===== src/hp_regs_pkg.sv =====
// shared constants, carrier types and helpers for the headphone level and routing registers
package hp_regs_pkg;

   // ****************************************************************
   // bus geometry
   // ****************************************************************
   localparam int ADDR_W = 12;
   localparam int DATA_W = 32;

   // ****************************************************************
   // register indices; byte address is four times the index
   // ****************************************************************
   localparam logic [7:0] IDX_LEFT_COMMON_OUT_LEVEL_CTRL = 8'h3a;
   localparam logic [7:0] IDX_RESERVED_SLOT_A = 8'h3b;
   localparam logic [7:0] IDX_LEFT_AMP_TO_RIGHT_HP_VOL = 8'h3c;
   localparam logic [7:0] IDX_LEFT_CONV_TO_RIGHT_HP_VOL = 8'h3d;
   localparam logic [7:0] IDX_RESERVED_SLOT_B = 8'h3e;
   localparam logic [7:0] IDX_RIGHT_AMP_TO_RIGHT_HP_VOL = 8'h3f;
   localparam logic [7:0] IDX_RIGHT_CONV_TO_RIGHT_HP_VOL = 8'h40;
   localparam logic [7:0] IDX_RIGHT_HP_OUT_LEVEL_CTRL = 8'h41;
   localparam logic [7:0] IDX_RESERVED_SLOT_C = 8'h42;
   localparam logic [7:0] IDX_LEFT_AMP_TO_RIGHT_COMMON_VOL = 8'h43;
   localparam logic [7:0] IDX_IRQ_STATUS = 8'h60;
   localparam logic [7:0] IDX_IRQ_MASK = 8'h61;

   // ****************************************************************
   // field positions and reset values
   // ****************************************************************
   localparam int LEVEL_MSB = 7;
   localparam int LEVEL_LSB = 4;
   localparam int MUTE_BIT = 3;
   localparam int DRIVE_BIT = 2;
   localparam int PEND_BIT = 1;
   localparam int POWER_BIT = 0;
   localparam int ROUTE_BIT = 7;
   localparam logic [7:0] LEVEL_REG_RESET = 8'h04;
   localparam logic [7:0] LEVEL_STORE_MASK = 8'hfd;
   localparam logic [7:0] ROUTE_REG_RESET = 8'h00;
   localparam logic PEND_RESET = 1'b1;
   localparam logic [3:0] LEVEL_MAX_CODE = 4'h9;

   // interrupt status and mask bits
   localparam int IRQ_W = 2;
   localparam int IRQ_LCOM_DONE = 0;
   localparam int IRQ_RHP_DONE = 1;
   localparam logic [IRQ_W-1:0] IRQ_RESET = 2'h0;

   // ****************************************************************
   // timing: one gain code step per interval
   // ****************************************************************
   localparam int CLK_PERIOD_NS = 4;
   localparam int GAIN_STEP_NS = 40;
   localparam logic [7:0] GAIN_STEP_CYCLES =
      8'((GAIN_STEP_NS + CLK_PERIOD_NS - 1) / CLK_PERIOD_NS);

   // ****************************************************************
   // carrier types
   // ****************************************************************
   typedef struct packed {
      logic psel;
      logic penable;
      logic pwrite;
      logic [ADDR_W-1:0] paddr;
      logic [DATA_W-1:0] pwdata;
   } apb_req_type;

   typedef struct packed {
      logic pready;
      logic [DATA_W-1:0] prdata;
      logic pslverr;
   } apb_rsp_type;

   typedef struct packed {
      logic [3:0] level;
      logic unmute;
      logic hiZ;
      logic powerUp;
   } out_ctrl_type;

   typedef struct packed {
      logic enable;
      logic [6:0] volume;
   } route_type;

   typedef struct packed {
      logic [3:0] level;
      logic [3:0][6:0] volume;
   } gain_target_type;

   // moves a gain code one step toward its programmed value
   function automatic logic [6:0] stepToward(input logic [6:0] cur, input logic [6:0] tgt);
      if (cur < tgt)
      begin
         return 7'(cur + 7'h01);
      end
      else if (cur > tgt)
      begin
         return 7'(cur - 7'h01);
      end
      return cur;
   endfunction

endpackage


===== src/gain_step_tracker.sv =====
// walks applied gains toward programmed gains and reports while any is still pending
`timescale 1ns/1ns
`default_nettype none

module gain_step_tracker
(
   input wire logic clk_sys,
   input wire logic rst,
   input wire hp_regs_pkg::gain_target_type target,
   output var hp_regs_pkg::gain_target_type applied,
   output var logic pending,
   output var logic doneEvent
);

   typedef struct packed {
      hp_regs_pkg::gain_target_type applied;
      logic [7:0] timer;
      logic pending;
      logic done;
   } state_type;

   state_type s_reg;
   state_type s_next;

   // ****************************************************************
   // stepping: gradual changes avoid audible clicks on the driver
   // ****************************************************************
   always_comb
   begin
      s_next = s_reg;
      s_next.done = 1'b0;
      if (s_reg.timer == 8'h00)
      begin
         s_next.timer = 8'(hp_regs_pkg::GAIN_STEP_CYCLES - 8'h01);
         s_next.applied.level = 4'(hp_regs_pkg::stepToward({3'h0, s_reg.applied.level},
            {3'h0, target.level}));
         for (int i = 0; i < 4; i++)
         begin
            s_next.applied.volume[i] = hp_regs_pkg::stepToward(s_reg.applied.volume[i],
               target.volume[i]);
         end
         s_next.pending = (s_next.applied != target);
      end
      else
      begin
         s_next.timer = 8'(s_reg.timer - 8'h01);
         s_next.pending = (s_reg.applied != target);
      end
      s_next.done = s_reg.pending & ~s_next.pending;
   end

   always_ff @(posedge clk_sys)
   begin
      if (rst)
      begin
         s_reg <= '{applied: '0, timer: 8'h00, pending: hp_regs_pkg::PEND_RESET, done: 1'b0};
      end
      else
      begin
         s_reg <= s_next;
      end
   end

   assign applied = s_reg.applied;
   assign pending = s_reg.pending;
   assign doneEvent = s_reg.done;
endmodule // gain_step_tracker

`default_nettype wire


===== src/headphone_output_route_level_regs.sv =====
// APB register slice for headphone output levels, mutes, power and routing volumes
//
// How it works
// - each output level register keeps a 4-bit level in bits 7..4, codes 0..9 mean 0..9 dB, reset 0.
// - bit 3 unmutes the output when one; it resets to zero so outputs start muted.
// - bit 2 picks high impedance (one) or weak common-mode drive (zero) when down; reset one.
// - bit 1 is read-only and reads one while programmed gains are still being applied; reset one.
// - bit 0 powers the driver fully up when one; reset zero.
// - the left common output level sits at index 58 and the right headphone level at 65.
// - bit 7 of each routing register connects its source to its output when one; reset zero.
// - bits 6..0 of each routing register hold a 7-bit path volume, reset zero.
// - right headphone routing sits at 60, 61, 63 and 64 for the four sources.
// - index 67 routes the left input amplifier to the right common output.
`timescale 1ns/1ns
`default_nettype none

module headphone_output_route_level_regs
(
   input wire logic clk_sys,
   input wire logic rst,
   input wire hp_regs_pkg::apb_req_type apbReq,
   output var hp_regs_pkg::apb_rsp_type apbRsp,
   output var hp_regs_pkg::out_ctrl_type leftCommonOut,
   output var hp_regs_pkg::out_ctrl_type rightHpOut,
   output var hp_regs_pkg::route_type [3:0] rightHpRoute,
   output var hp_regs_pkg::route_type rightCommonRoute,
   output var logic irq
);

   typedef struct packed {
      logic [7:0] lcomLevel;
      logic [7:0] rhpLevel;
      logic [3:0][7:0] rhpVol;
      logic [7:0] rcomVol;
      logic [hp_regs_pkg::IRQ_W-1:0] irqStatus;
      logic [hp_regs_pkg::IRQ_W-1:0] irqMask;
      hp_regs_pkg::apb_rsp_type rsp;
      logic irq;
      hp_regs_pkg::out_ctrl_type lcomOut;
      hp_regs_pkg::out_ctrl_type rhpOut;
      hp_regs_pkg::route_type [3:0] rhpRoute;
      hp_regs_pkg::route_type rcomRoute;
   } state_type;

   state_type s_reg;
   state_type s_next;

   hp_regs_pkg::gain_target_type lcomTarget;
   hp_regs_pkg::gain_target_type rhpTarget;
   hp_regs_pkg::gain_target_type lcomApplied;
   hp_regs_pkg::gain_target_type rhpApplied;
   logic lcomPending;
   logic rhpPending;
   logic lcomDone;
   logic rhpDone;
   logic [7:0] idx;
   logic aligned;
   logic accessStart;
   logic writeDone;

   // ****************************************************************
   // decode helpers
   // ****************************************************************
   function automatic logic isMapped(input logic [7:0] i);
      case (i)
         hp_regs_pkg::IDX_LEFT_COMMON_OUT_LEVEL_CTRL,
         hp_regs_pkg::IDX_RESERVED_SLOT_A,
         hp_regs_pkg::IDX_LEFT_AMP_TO_RIGHT_HP_VOL,
         hp_regs_pkg::IDX_LEFT_CONV_TO_RIGHT_HP_VOL,
         hp_regs_pkg::IDX_RESERVED_SLOT_B,
         hp_regs_pkg::IDX_RIGHT_AMP_TO_RIGHT_HP_VOL,
         hp_regs_pkg::IDX_RIGHT_CONV_TO_RIGHT_HP_VOL,
         hp_regs_pkg::IDX_RIGHT_HP_OUT_LEVEL_CTRL,
         hp_regs_pkg::IDX_RESERVED_SLOT_C,
         hp_regs_pkg::IDX_LEFT_AMP_TO_RIGHT_COMMON_VOL,
         hp_regs_pkg::IDX_IRQ_STATUS,
         hp_regs_pkg::IDX_IRQ_MASK: return 1'b1;
         default: return 1'b0;
      endcase
   endfunction

   // stored level registers never hold the status bit; it is merged on read
   function automatic logic [7:0] levelView(input logic [7:0] stored, input logic pend);
      logic [7:0] v;
      v = stored & hp_regs_pkg::LEVEL_STORE_MASK;
      v[hp_regs_pkg::PEND_BIT] = pend;
      return v;
   endfunction

   function automatic hp_regs_pkg::out_ctrl_type outCtrl(input logic [7:0] stored,
      input logic [3:0] appliedLevel);
      hp_regs_pkg::out_ctrl_type o;
      o.level = appliedLevel;
      o.unmute = stored[hp_regs_pkg::MUTE_BIT];
      o.hiZ = stored[hp_regs_pkg::DRIVE_BIT];
      o.powerUp = stored[hp_regs_pkg::POWER_BIT];
      return o;
   endfunction

   assign idx = apbReq.paddr[9:2];
   assign aligned = (apbReq.paddr[1:0] == 2'h0) && (apbReq.paddr[11:10] == 2'h0);
   // one wait state: pready comes from a flop and the write lands on the closing edge
   assign accessStart = apbReq.psel & apbReq.penable & ~s_reg.rsp.pready;
   assign writeDone = apbReq.psel & apbReq.penable & s_reg.rsp.pready & apbReq.pwrite;

   // ****************************************************************
   // gain tracking per output
   // ****************************************************************
   always_comb
   begin
      lcomTarget = '0;
      lcomTarget.level = s_reg.lcomLevel[hp_regs_pkg::LEVEL_MSB:hp_regs_pkg::LEVEL_LSB];
      rhpTarget = '0;
      rhpTarget.level = s_reg.rhpLevel[hp_regs_pkg::LEVEL_MSB:hp_regs_pkg::LEVEL_LSB];
      for (int i = 0; i < 4; i++)
      begin
         rhpTarget.volume[i] = s_reg.rhpVol[i][6:0];
      end
   end

   gain_step_tracker lcomTracker
   (
      .clk_sys(clk_sys),
      .rst(rst),
      .target(lcomTarget),
      .applied(lcomApplied),
      .pending(lcomPending),
      .doneEvent(lcomDone)
   );

   gain_step_tracker rhpTracker
   (
      .clk_sys(clk_sys),
      .rst(rst),
      .target(rhpTarget),
      .applied(rhpApplied),
      .pending(rhpPending),
      .doneEvent(rhpDone)
   );

   // ****************************************************************
   // next state
   // ****************************************************************
   always_comb
   begin
      logic [7:0] rd;
      logic [7:0] wd;
      logic [hp_regs_pkg::IRQ_W-1:0] clearBits;
      rd = 8'h00;
      wd = apbReq.pwdata[7:0];
      clearBits = '0;
      s_next = s_reg;

      // read view; reserved slots read zero
      case (idx)
         hp_regs_pkg::IDX_LEFT_COMMON_OUT_LEVEL_CTRL: rd = levelView(s_reg.lcomLevel,
            lcomPending);
         hp_regs_pkg::IDX_RIGHT_HP_OUT_LEVEL_CTRL: rd = levelView(s_reg.rhpLevel,
            rhpPending);
         hp_regs_pkg::IDX_LEFT_AMP_TO_RIGHT_HP_VOL: rd = s_reg.rhpVol[0];
         hp_regs_pkg::IDX_LEFT_CONV_TO_RIGHT_HP_VOL: rd = s_reg.rhpVol[1];
         hp_regs_pkg::IDX_RIGHT_AMP_TO_RIGHT_HP_VOL: rd = s_reg.rhpVol[2];
         hp_regs_pkg::IDX_RIGHT_CONV_TO_RIGHT_HP_VOL: rd = s_reg.rhpVol[3];
         hp_regs_pkg::IDX_LEFT_AMP_TO_RIGHT_COMMON_VOL: rd = s_reg.rcomVol;
         hp_regs_pkg::IDX_IRQ_STATUS: rd = {6'h00, s_reg.irqStatus};
         hp_regs_pkg::IDX_IRQ_MASK: rd = {6'h00, s_reg.irqMask};
         default: rd = 8'h00;
      endcase

      // bus answer
      s_next.rsp.pready = accessStart;
      if (accessStart)
      begin
         s_next.rsp.prdata = {24'h000000, rd};
         s_next.rsp.pslverr = ~(aligned && isMapped(idx));
      end
      else if (s_reg.rsp.pready)
      begin
         s_next.rsp.prdata = '0;
         s_next.rsp.pslverr = 1'b0;
      end

      // writes land on the edge that closes the access
      if (writeDone && aligned)
      begin
         case (idx)
            hp_regs_pkg::IDX_LEFT_COMMON_OUT_LEVEL_CTRL:
               s_next.lcomLevel = wd & hp_regs_pkg::LEVEL_STORE_MASK;
            hp_regs_pkg::IDX_RIGHT_HP_OUT_LEVEL_CTRL:
               s_next.rhpLevel = wd & hp_regs_pkg::LEVEL_STORE_MASK;
            hp_regs_pkg::IDX_LEFT_AMP_TO_RIGHT_HP_VOL: s_next.rhpVol[0] = wd;
            hp_regs_pkg::IDX_LEFT_CONV_TO_RIGHT_HP_VOL: s_next.rhpVol[1] = wd;
            hp_regs_pkg::IDX_RIGHT_AMP_TO_RIGHT_HP_VOL: s_next.rhpVol[2] = wd;
            hp_regs_pkg::IDX_RIGHT_CONV_TO_RIGHT_HP_VOL: s_next.rhpVol[3] = wd;
            hp_regs_pkg::IDX_LEFT_AMP_TO_RIGHT_COMMON_VOL: s_next.rcomVol = wd;
            hp_regs_pkg::IDX_IRQ_STATUS: clearBits = wd[hp_regs_pkg::IRQ_W-1:0];
            hp_regs_pkg::IDX_IRQ_MASK: s_next.irqMask = wd[hp_regs_pkg::IRQ_W-1:0];
            default: s_next.irqMask = s_reg.irqMask;
         endcase
      end

      // sticky events: a completion in the clearing cycle survives the clear
      s_next.irqStatus = s_reg.irqStatus & ~clearBits;
      s_next.irqStatus[hp_regs_pkg::IRQ_LCOM_DONE] = s_next.irqStatus[hp_regs_pkg::IRQ_LCOM_DONE]
         | lcomDone;
      s_next.irqStatus[hp_regs_pkg::IRQ_RHP_DONE] = s_next.irqStatus[hp_regs_pkg::IRQ_RHP_DONE]
         | rhpDone;
      s_next.irq = |(s_next.irqStatus & s_next.irqMask);

      // analog controls; the level code applied is the stepped one
      s_next.lcomOut = outCtrl(s_reg.lcomLevel, lcomApplied.level);
      s_next.rhpOut = outCtrl(s_reg.rhpLevel, rhpApplied.level);
      for (int i = 0; i < 4; i++)
      begin
         s_next.rhpRoute[i].enable = s_reg.rhpVol[i][hp_regs_pkg::ROUTE_BIT];
         s_next.rhpRoute[i].volume = rhpApplied.volume[i];
      end
      s_next.rcomRoute.enable = s_reg.rcomVol[hp_regs_pkg::ROUTE_BIT];
      s_next.rcomRoute.volume = s_reg.rcomVol[6:0];
   end

   // ****************************************************************
   // state register
   // ****************************************************************
   always_ff @(posedge clk_sys)
   begin
      if (rst)
      begin
         s_reg <= '0;
         s_reg.lcomLevel <= hp_regs_pkg::LEVEL_REG_RESET;
         s_reg.rhpLevel <= hp_regs_pkg::LEVEL_REG_RESET;
         s_reg.rhpVol <= {4{hp_regs_pkg::ROUTE_REG_RESET}};
         s_reg.rcomVol <= hp_regs_pkg::ROUTE_REG_RESET;
         s_reg.irqStatus <= hp_regs_pkg::IRQ_RESET;
         s_reg.irqMask <= hp_regs_pkg::IRQ_RESET;
         s_reg.lcomOut.hiZ <= 1'b1;
         s_reg.rhpOut.hiZ <= 1'b1;
      end
      else
      begin
         s_reg <= s_next;
      end
   end

   assign apbRsp = s_reg.rsp;
   assign leftCommonOut = s_reg.lcomOut;
   assign rightHpOut = s_reg.rhpOut;
   assign rightHpRoute = s_reg.rhpRoute;
   assign rightCommonRoute = s_reg.rcomRoute;
   assign irq = s_reg.irq;
endmodule // headphone_output_route_level_regs

`default_nettype wire


===== config.mk =====
export PLATFORM = sky130hd
export DESIGN_NAME = headphone_output_route_level_regs
export DESIGN_NICKNAME = d
export VERILOG_FILES = /design/src/hp_regs_pkg.sv /design/src/gain_step_tracker.sv /design/src/headphone_output_route_level_regs.sv
export SDC_FILE = /design/constraint.sdc
export NUM_CORES = 1
export LEC_CHECK = 0
export BUFFER_PORTS_ARGS = -buffer_cell sky130_fd_sc_hd__buf_2
export CAP_MARGIN = 5
export CORE_MARGIN = 10
export CORE_UTILIZATION = 55
export CTS_BUF_LIST = sky130_fd_sc_hd__clkbuf_4
export CTS_CLUSTER_SIZE = 14
export DETAILED_ROUTE_END_ITERATION = 10
export GPL_TIMING_DRIVEN = 0
export PLACE_DENSITY = 0.77
export REMOVE_ABC_BUFFERS = 1
export SETUP_SLACK_MARGIN = 0.3
export SKIP_CTS_REPAIR_TIMING = 1
export SYNTH_ARGS = -nofsm -noshare
export SYNTH_HDL_FRONTEND = slang
export SYNTH_SLANG_ARGS = --single-unit

===== constraint.sdc =====
create_clock -name clk_sys -period 5.7 [get_ports clk_sys]
set_input_delay 0.57 -clock clk_sys [delete_from_list [all_inputs] [get_ports clk_sys]]
set_output_delay 0.57 -clock clk_sys [all_outputs]
set_load 0.005 [all_outputs]

# --- After elaboration in Yosys (flattened, before gate mapping) ---
# Index checks and enable logic that the tools add are counted.
# Widths: inputs -> output; s select.
word_totals:
  regBits: 207
  latch_bits: 0
  ram_bits: 0
  rom_bits: 0
  wordCells: 222
  n_memories: 0
op_classes:
  n_addsub: 22
  mul: 0
  div: 0
  order_cmp: 20
  n_eq_ne: 16
  n_shift: 0
  muxes: 81
  bitwise_logic: 15
  n_reduce_logical: 19
op_table:
  columns: ["cell", "count"]
  rows:
  - ["$mux 7", 32]
  - ["$ne 32x32->1", 4]
  - ["$pmux 8 s9", 1]
  - ["$add 7x1->7 const B", 8]
  - ["$sub 7x1->7 const B", 8]
  - ["$eq 8x6->1 const B", 6]
  - ["$eq 8x7->1 const B", 6]
  - ["$mux 1", 32]
  - ["$mux 4", 8]
  - ["$gt 7x1->1 const B", 4]
  - ["$gt 7x7->1", 4]
  - ["$lt 7x1->1 const B", 4]
  - ["$lt 7x7->1", 4]
  - ["$mux 9", 2]
  - ["$logic_not 8->1", 2]
  - ["$sub 8x1->8 const B", 2]
  - ["$reduce_and 2->1", 7]
  - ["$reduce_or 12->1", 1]
  - ["$mux 5", 2]
  - ["$add 4x1->4 const B", 2]
  - ["$gt 4x4->1", 2]
  - ["$lt 4x4->1", 2]
  - ["$mux 2", 4]
  - ["$sub 4x1->4 const B", 2]
  - ["9 further kinds", 24]

# --- Depth between registers and ports, before layout ---
logic_depth:
  word_depth: 10
  ltp_mapped: 16

# --- Modules after synthesis ---
# Synthesis repeated with hierarchy kept, for this count alone.
unflattened:
  cells_unflattened: 1627
  area_unflattened_um2: 13949.6
by_module_without_submodules:
  columns: ["mod", "instances", "cells_each", "area_per_inst_um2", "seq_area_each_um2"]
  rows:
  - ["headphone_output_route_level_regs", 1, 557, 5272.6, 2462.4]
  - ["gain_step_tracker at lcomTracker", 1, 542, 4367.9, 840.8]
  - ["gain_step_tracker at rhpTracker", 1, 528, 4309.1, 840.8]

# --- Worst setup path before layout ---
# Ideal clock, no wire load.
synth_timing:
  kind: "flip-flop to flip-flop"
  from: "register s_reg (netlist bit rhpTarget[23])"
  to: "register rhpTracker.s_reg (netlist bit rhpTracker.doneEvent)"
  t_arrival_ps: 3947
  t_required_ps: 5639
  slack_ps: 1692
  path_stages_with_launch: 16
  path_buffers: 0
  synth_period_minus_slack_ps: 4008
  cell_sequence: "dfxtp_1 -> inv_1 -> ha_1 -> a21oi_1 -> a21oi_1 -> or2_2 -> fa_1 -> a211oi_1 -> nor2_1 -> xnor2_1 -> mux2_4 -> nor2_1 -> or4_1 -> or4_1 -> nor4_2 -> and4_1"
synth_via:
  elab_chain_cells: 10
  elab_cells_between_ends: 13
synth_rtl:
  columns: ["item", "line_no", "source"]
  rows:
  - ["from (decl)", "headphone_output_route_level_regs.sv:45", "state_type s_reg;"]
  - ["from (signal assigned)", "headphone_output_route_level_regs.sv:241", "s_reg <= s_next;"]
  - ["$gt 7x7->1", "hp_regs_pkg.sv:96", "else if (cur > tgt)"]
  - ["$mux 1", "hp_regs_pkg.sv:96", null]
  - ["$mux 1", "hp_regs_pkg.sv:92", "if (cur < tgt)"]
  - ["$mux 1", "gain_step_tracker.sv:32", "if (s_reg.timer == 8'h00)"]
  - ["$mux 7", "hp_regs_pkg.sv:100", "return cur;"]
  - ["$mux 7", "gain_step_tracker.sv:32", null]
  - ["$ne 32x32->1", "gain_step_tracker.sv:42", "s_next.pending = (s_next.applied != target);"]
  - ["$mux 5 *", "gain_step_tracker.sv:32", null]
  - ["$not 1->1 *", "gain_step_tracker.sv:49", "s_next.done = s_reg.pending & ~s_next.pending;"]
  - ["$and 1x1->1 *", "gain_step_tracker.sv:49", null]
  - ["to (signal assigned)", "gain_step_tracker.sv:56", "s_reg <= '{applied: '0, timer: 8'h00, pending: hp_regs_pkg::PEND_RESET, done: 1'b0};"]
  - ["to (signal assigned)", "gain_step_tracker.sv:60", "s_reg <= s_next;"]
  - ["to (decl)", "gain_step_tracker.sv:22", "state_type s_reg;"]
# Every way passes the cells marked *; elsewhere a longest branch is shown, timed or not. The select of a mux whose other input is x is not followed.
# A chain may end at the register's enable or synchronous reset.

# --- Worst setup path in the final report ---
layout_timing:
  from: "register s_reg (netlist bit rhpTarget[25])"
  to: "register rhpTracker.s_reg (netlist bit rhpTracker.doneEvent)"
# The elaborated chain is that of the path after synthesis.

==> metrics <==
status=finished, final reports clean; Peak VDD IR=436 uV; # setup viols final=0; Post-synth top cells=dfxtp_1, nor2_1, a21oi_1; input/output buffers=89; GP Congestion=0.917; critical path class=reg -> reg; Tcrit/Tclk final=0.843; crit start category=flop; htree depth=2; RSZ-0062 raised after global routing=false; number of enable flip-flop cells after synthesis=0; #FFs+latches synth=207; vias in the first global route=9124; Tot GR Track Use=0.204; HP Class=in -> reg; detailed placement HPWL=20.5 mm; initial drt markers=1053; Worst Hold Depth=3; Yosys warning total=0; Max-Cap Viols=0; max_slew headroom=0.158; cell area after synthesis=0.0114 mm^2; largest net degree at the start of global routing=126; TritonCTS clock tree=done; Die X=164 um; clock sinks=207; Avg Cell Area, Syn=8.46 um^2; top cells by area, synth=dfxtp_1, ha_1, nor2_1; Fillers=1821; most common cell in the synthesized netlist=dfxtp_1; reg2reg start=rhpTarget[25]; Root Buffer=clkbuf_4; full die area=0.0268 mm^2; Fmax=208 MHz; ys flop type=dfxtp_1; ys async rst share=0; Num CTS Buffers=54; skew final=51.2 ps; slew at the pin closest to its max-slew limit=1240 ps; Row Count=52; critical path required time=6270 ps; GR Overflow Total=0; Pwr Density=618 mW/mm^2; Worst Reg-to-Reg Cells=15; Mapped Cells=1345; r2r setup slk=900 ps; crit-path max FO=7; HP Start=apbReq[45]; Final ANT Viol Nets=0; reg2reg end=rhpTracker.doneEvent; WHS Endpoint=apbRsp[33]; multi-input logic area=0.00624 mm^2; Hold WS=178 ps; Total Routed Length=27.9 mm; initial antenna violation count=3; Crit. End Element=flop; leading area contributor after synthesis=dfxtp_1; layout cells sized above 1=0.136; routed vias/inst=5.62; clock latency on the worst-skew pair=690 ps; Routed WL per cell=16.5 um; register area share after synthesis=0.364; total number of vias=9506; CP arrival=5370 ps; IO Pins=138; setup TNS=0 ps; Clock Path Buffers=3; Final nets=1510; Synth-to-Final Area Change=6.86%; die height=164 um; Final Hold Fails=0; First-pass DRT Iterations=8; first-pass GRT wire length=45.2 mm; core box area=0.0203 mm^2; Slew Limit Fails=0; leakage power=0.00494 uW; DRC viols=0; post-route minimum period=4800 ps; initial core utilization=0.561; Clock transition at path regs=70 ps; count of different cell masters after synthesis=66; top cell type's share of synthesized area=0.364; total area of sequential cells=0.00414 mm^2
-- how the worst max path moves through the flow --
stage                        startpoint  slack (ps)  cells past startpoint              endpoint
after floorplan           rhpTarget[23]        1690                     15  rhpTracker.doneEvent
after global placement    rhpTarget[25]        1070                     15  rhpTracker.doneEvent
after detailed placement  rhpTarget[23]         990                     15  rhpTracker.doneEvent
after CTS                 rhpTarget[25]         950                     15  rhpTracker.doneEvent
after global routing      rhpTarget[25]         630                     15  rhpTracker.doneEvent
final                     rhpTarget[25]         900                     15  rhpTracker.doneEvent
-- report_power, final --
group | internal, uW | switching [uW] | leakage (uW)
clock network | 679 | 595 | 0.000398
registers | 1690 | 273 | 0.00167
logic | 1760 | 2510 | 0.00287
-- logic make-up (layout without fill, tap and decap cells) --
kind of cell,after synthesis,count (layout),synth area share
flip-flops,207,207,0.364
buffers and inverters,202,251,0.0957
adder cells (fa/ha/maj),77,77,0.0886
AO/OA/AOI/OAI,257,257,0.143
AND/OR/NAND/NOR,465,465,0.196
multiplexers,61,61,0.0545
XOR/XNOR,75,75,0.0577
other,1,27,0.000330
-- per-stage QoR --
stage / power [uW] / instances / util / cell area [um^2] / worst slack, ps
6_report: 7510 / 1690 / 0.599 / 12200 / 897
5_1_grt: 8170 / 1690 / 0.599 / 12200 / 630
4_1_cts: 7490 / 1685 / 0.598 / 12100 / 946
3_5_place_dp: 6180 / 1596 / 0.565 / 11500 / 989
3_3_place_gp: 6050 / 1593 / 0.562 / 11400 / 1070
2_1_floorplan: 5210 / 1234 / - / 10600 / 1690
-- routing by layer --
metal  global-route usage  part of all wire  vias to the layer above
met2                0.315              0.44                      361
met5                    0                 0                        -
met3               0.0498             0.089                       77
li1                     -                 -                     4683
met4               0.0885             0.032                        0
met1                0.266              0.44                     4385
-- critical path: stages, from the launching register on --
cell	delay (ps)
dfxtp_1	430
inv_1	90
ha_1	320
a21oi_1	190
o21ai_0	130
or2_2	380
fa_1	430
a211oi_1	300
nor2_1	100
xnor2_1	270
mux2_4	220
nor2_1	60
or4_1	510
or4_1	550
nor4_2	420
and4_1	320
-- final cells by class --
type / instances / share of cell area
clock buffer: 73 / 0.0451
clock inverter: 16 / 0.00977
timing repair buffer: 94 / 0.0415
antenna: 3 / 0.000617
sequential: 207 / 0.341
inverter: 68 / 0.0210
multi-input combinational: 959 / 0.514
tap: 270 / 0.0278
-- cells in the final DEF, fill, tap and decap left out, types with 6 or more instances in the layout --
master     instances
o21ai_1           11
a21o_1            13
nor2b_1           48
a22oi_1           11
a31oi_1            7
or3_1             13
nand2_1           92
nand3_1           19
nand4_1           13
nand2b_1           6
buf_2             89
a211oi_1           9
clkinv_1           9
nor2_1           179
o21bai_1           6
o31ai_1            6
ha_1              71
o2111ai_1          7
o22ai_1            6
conb_1            24
inv_1             66
xnor2_1           54
o21ai_0           25
a222oi_1           9
mux2i_1           56
clkbuf_4          73
nor4_1            11
xor2_1            21
a21oi_1          110
dfxtp_1          207
and4_1             8
nor3_1            45
fa_1               6
No activity file was read; power rests on OpenSTA's default activity.
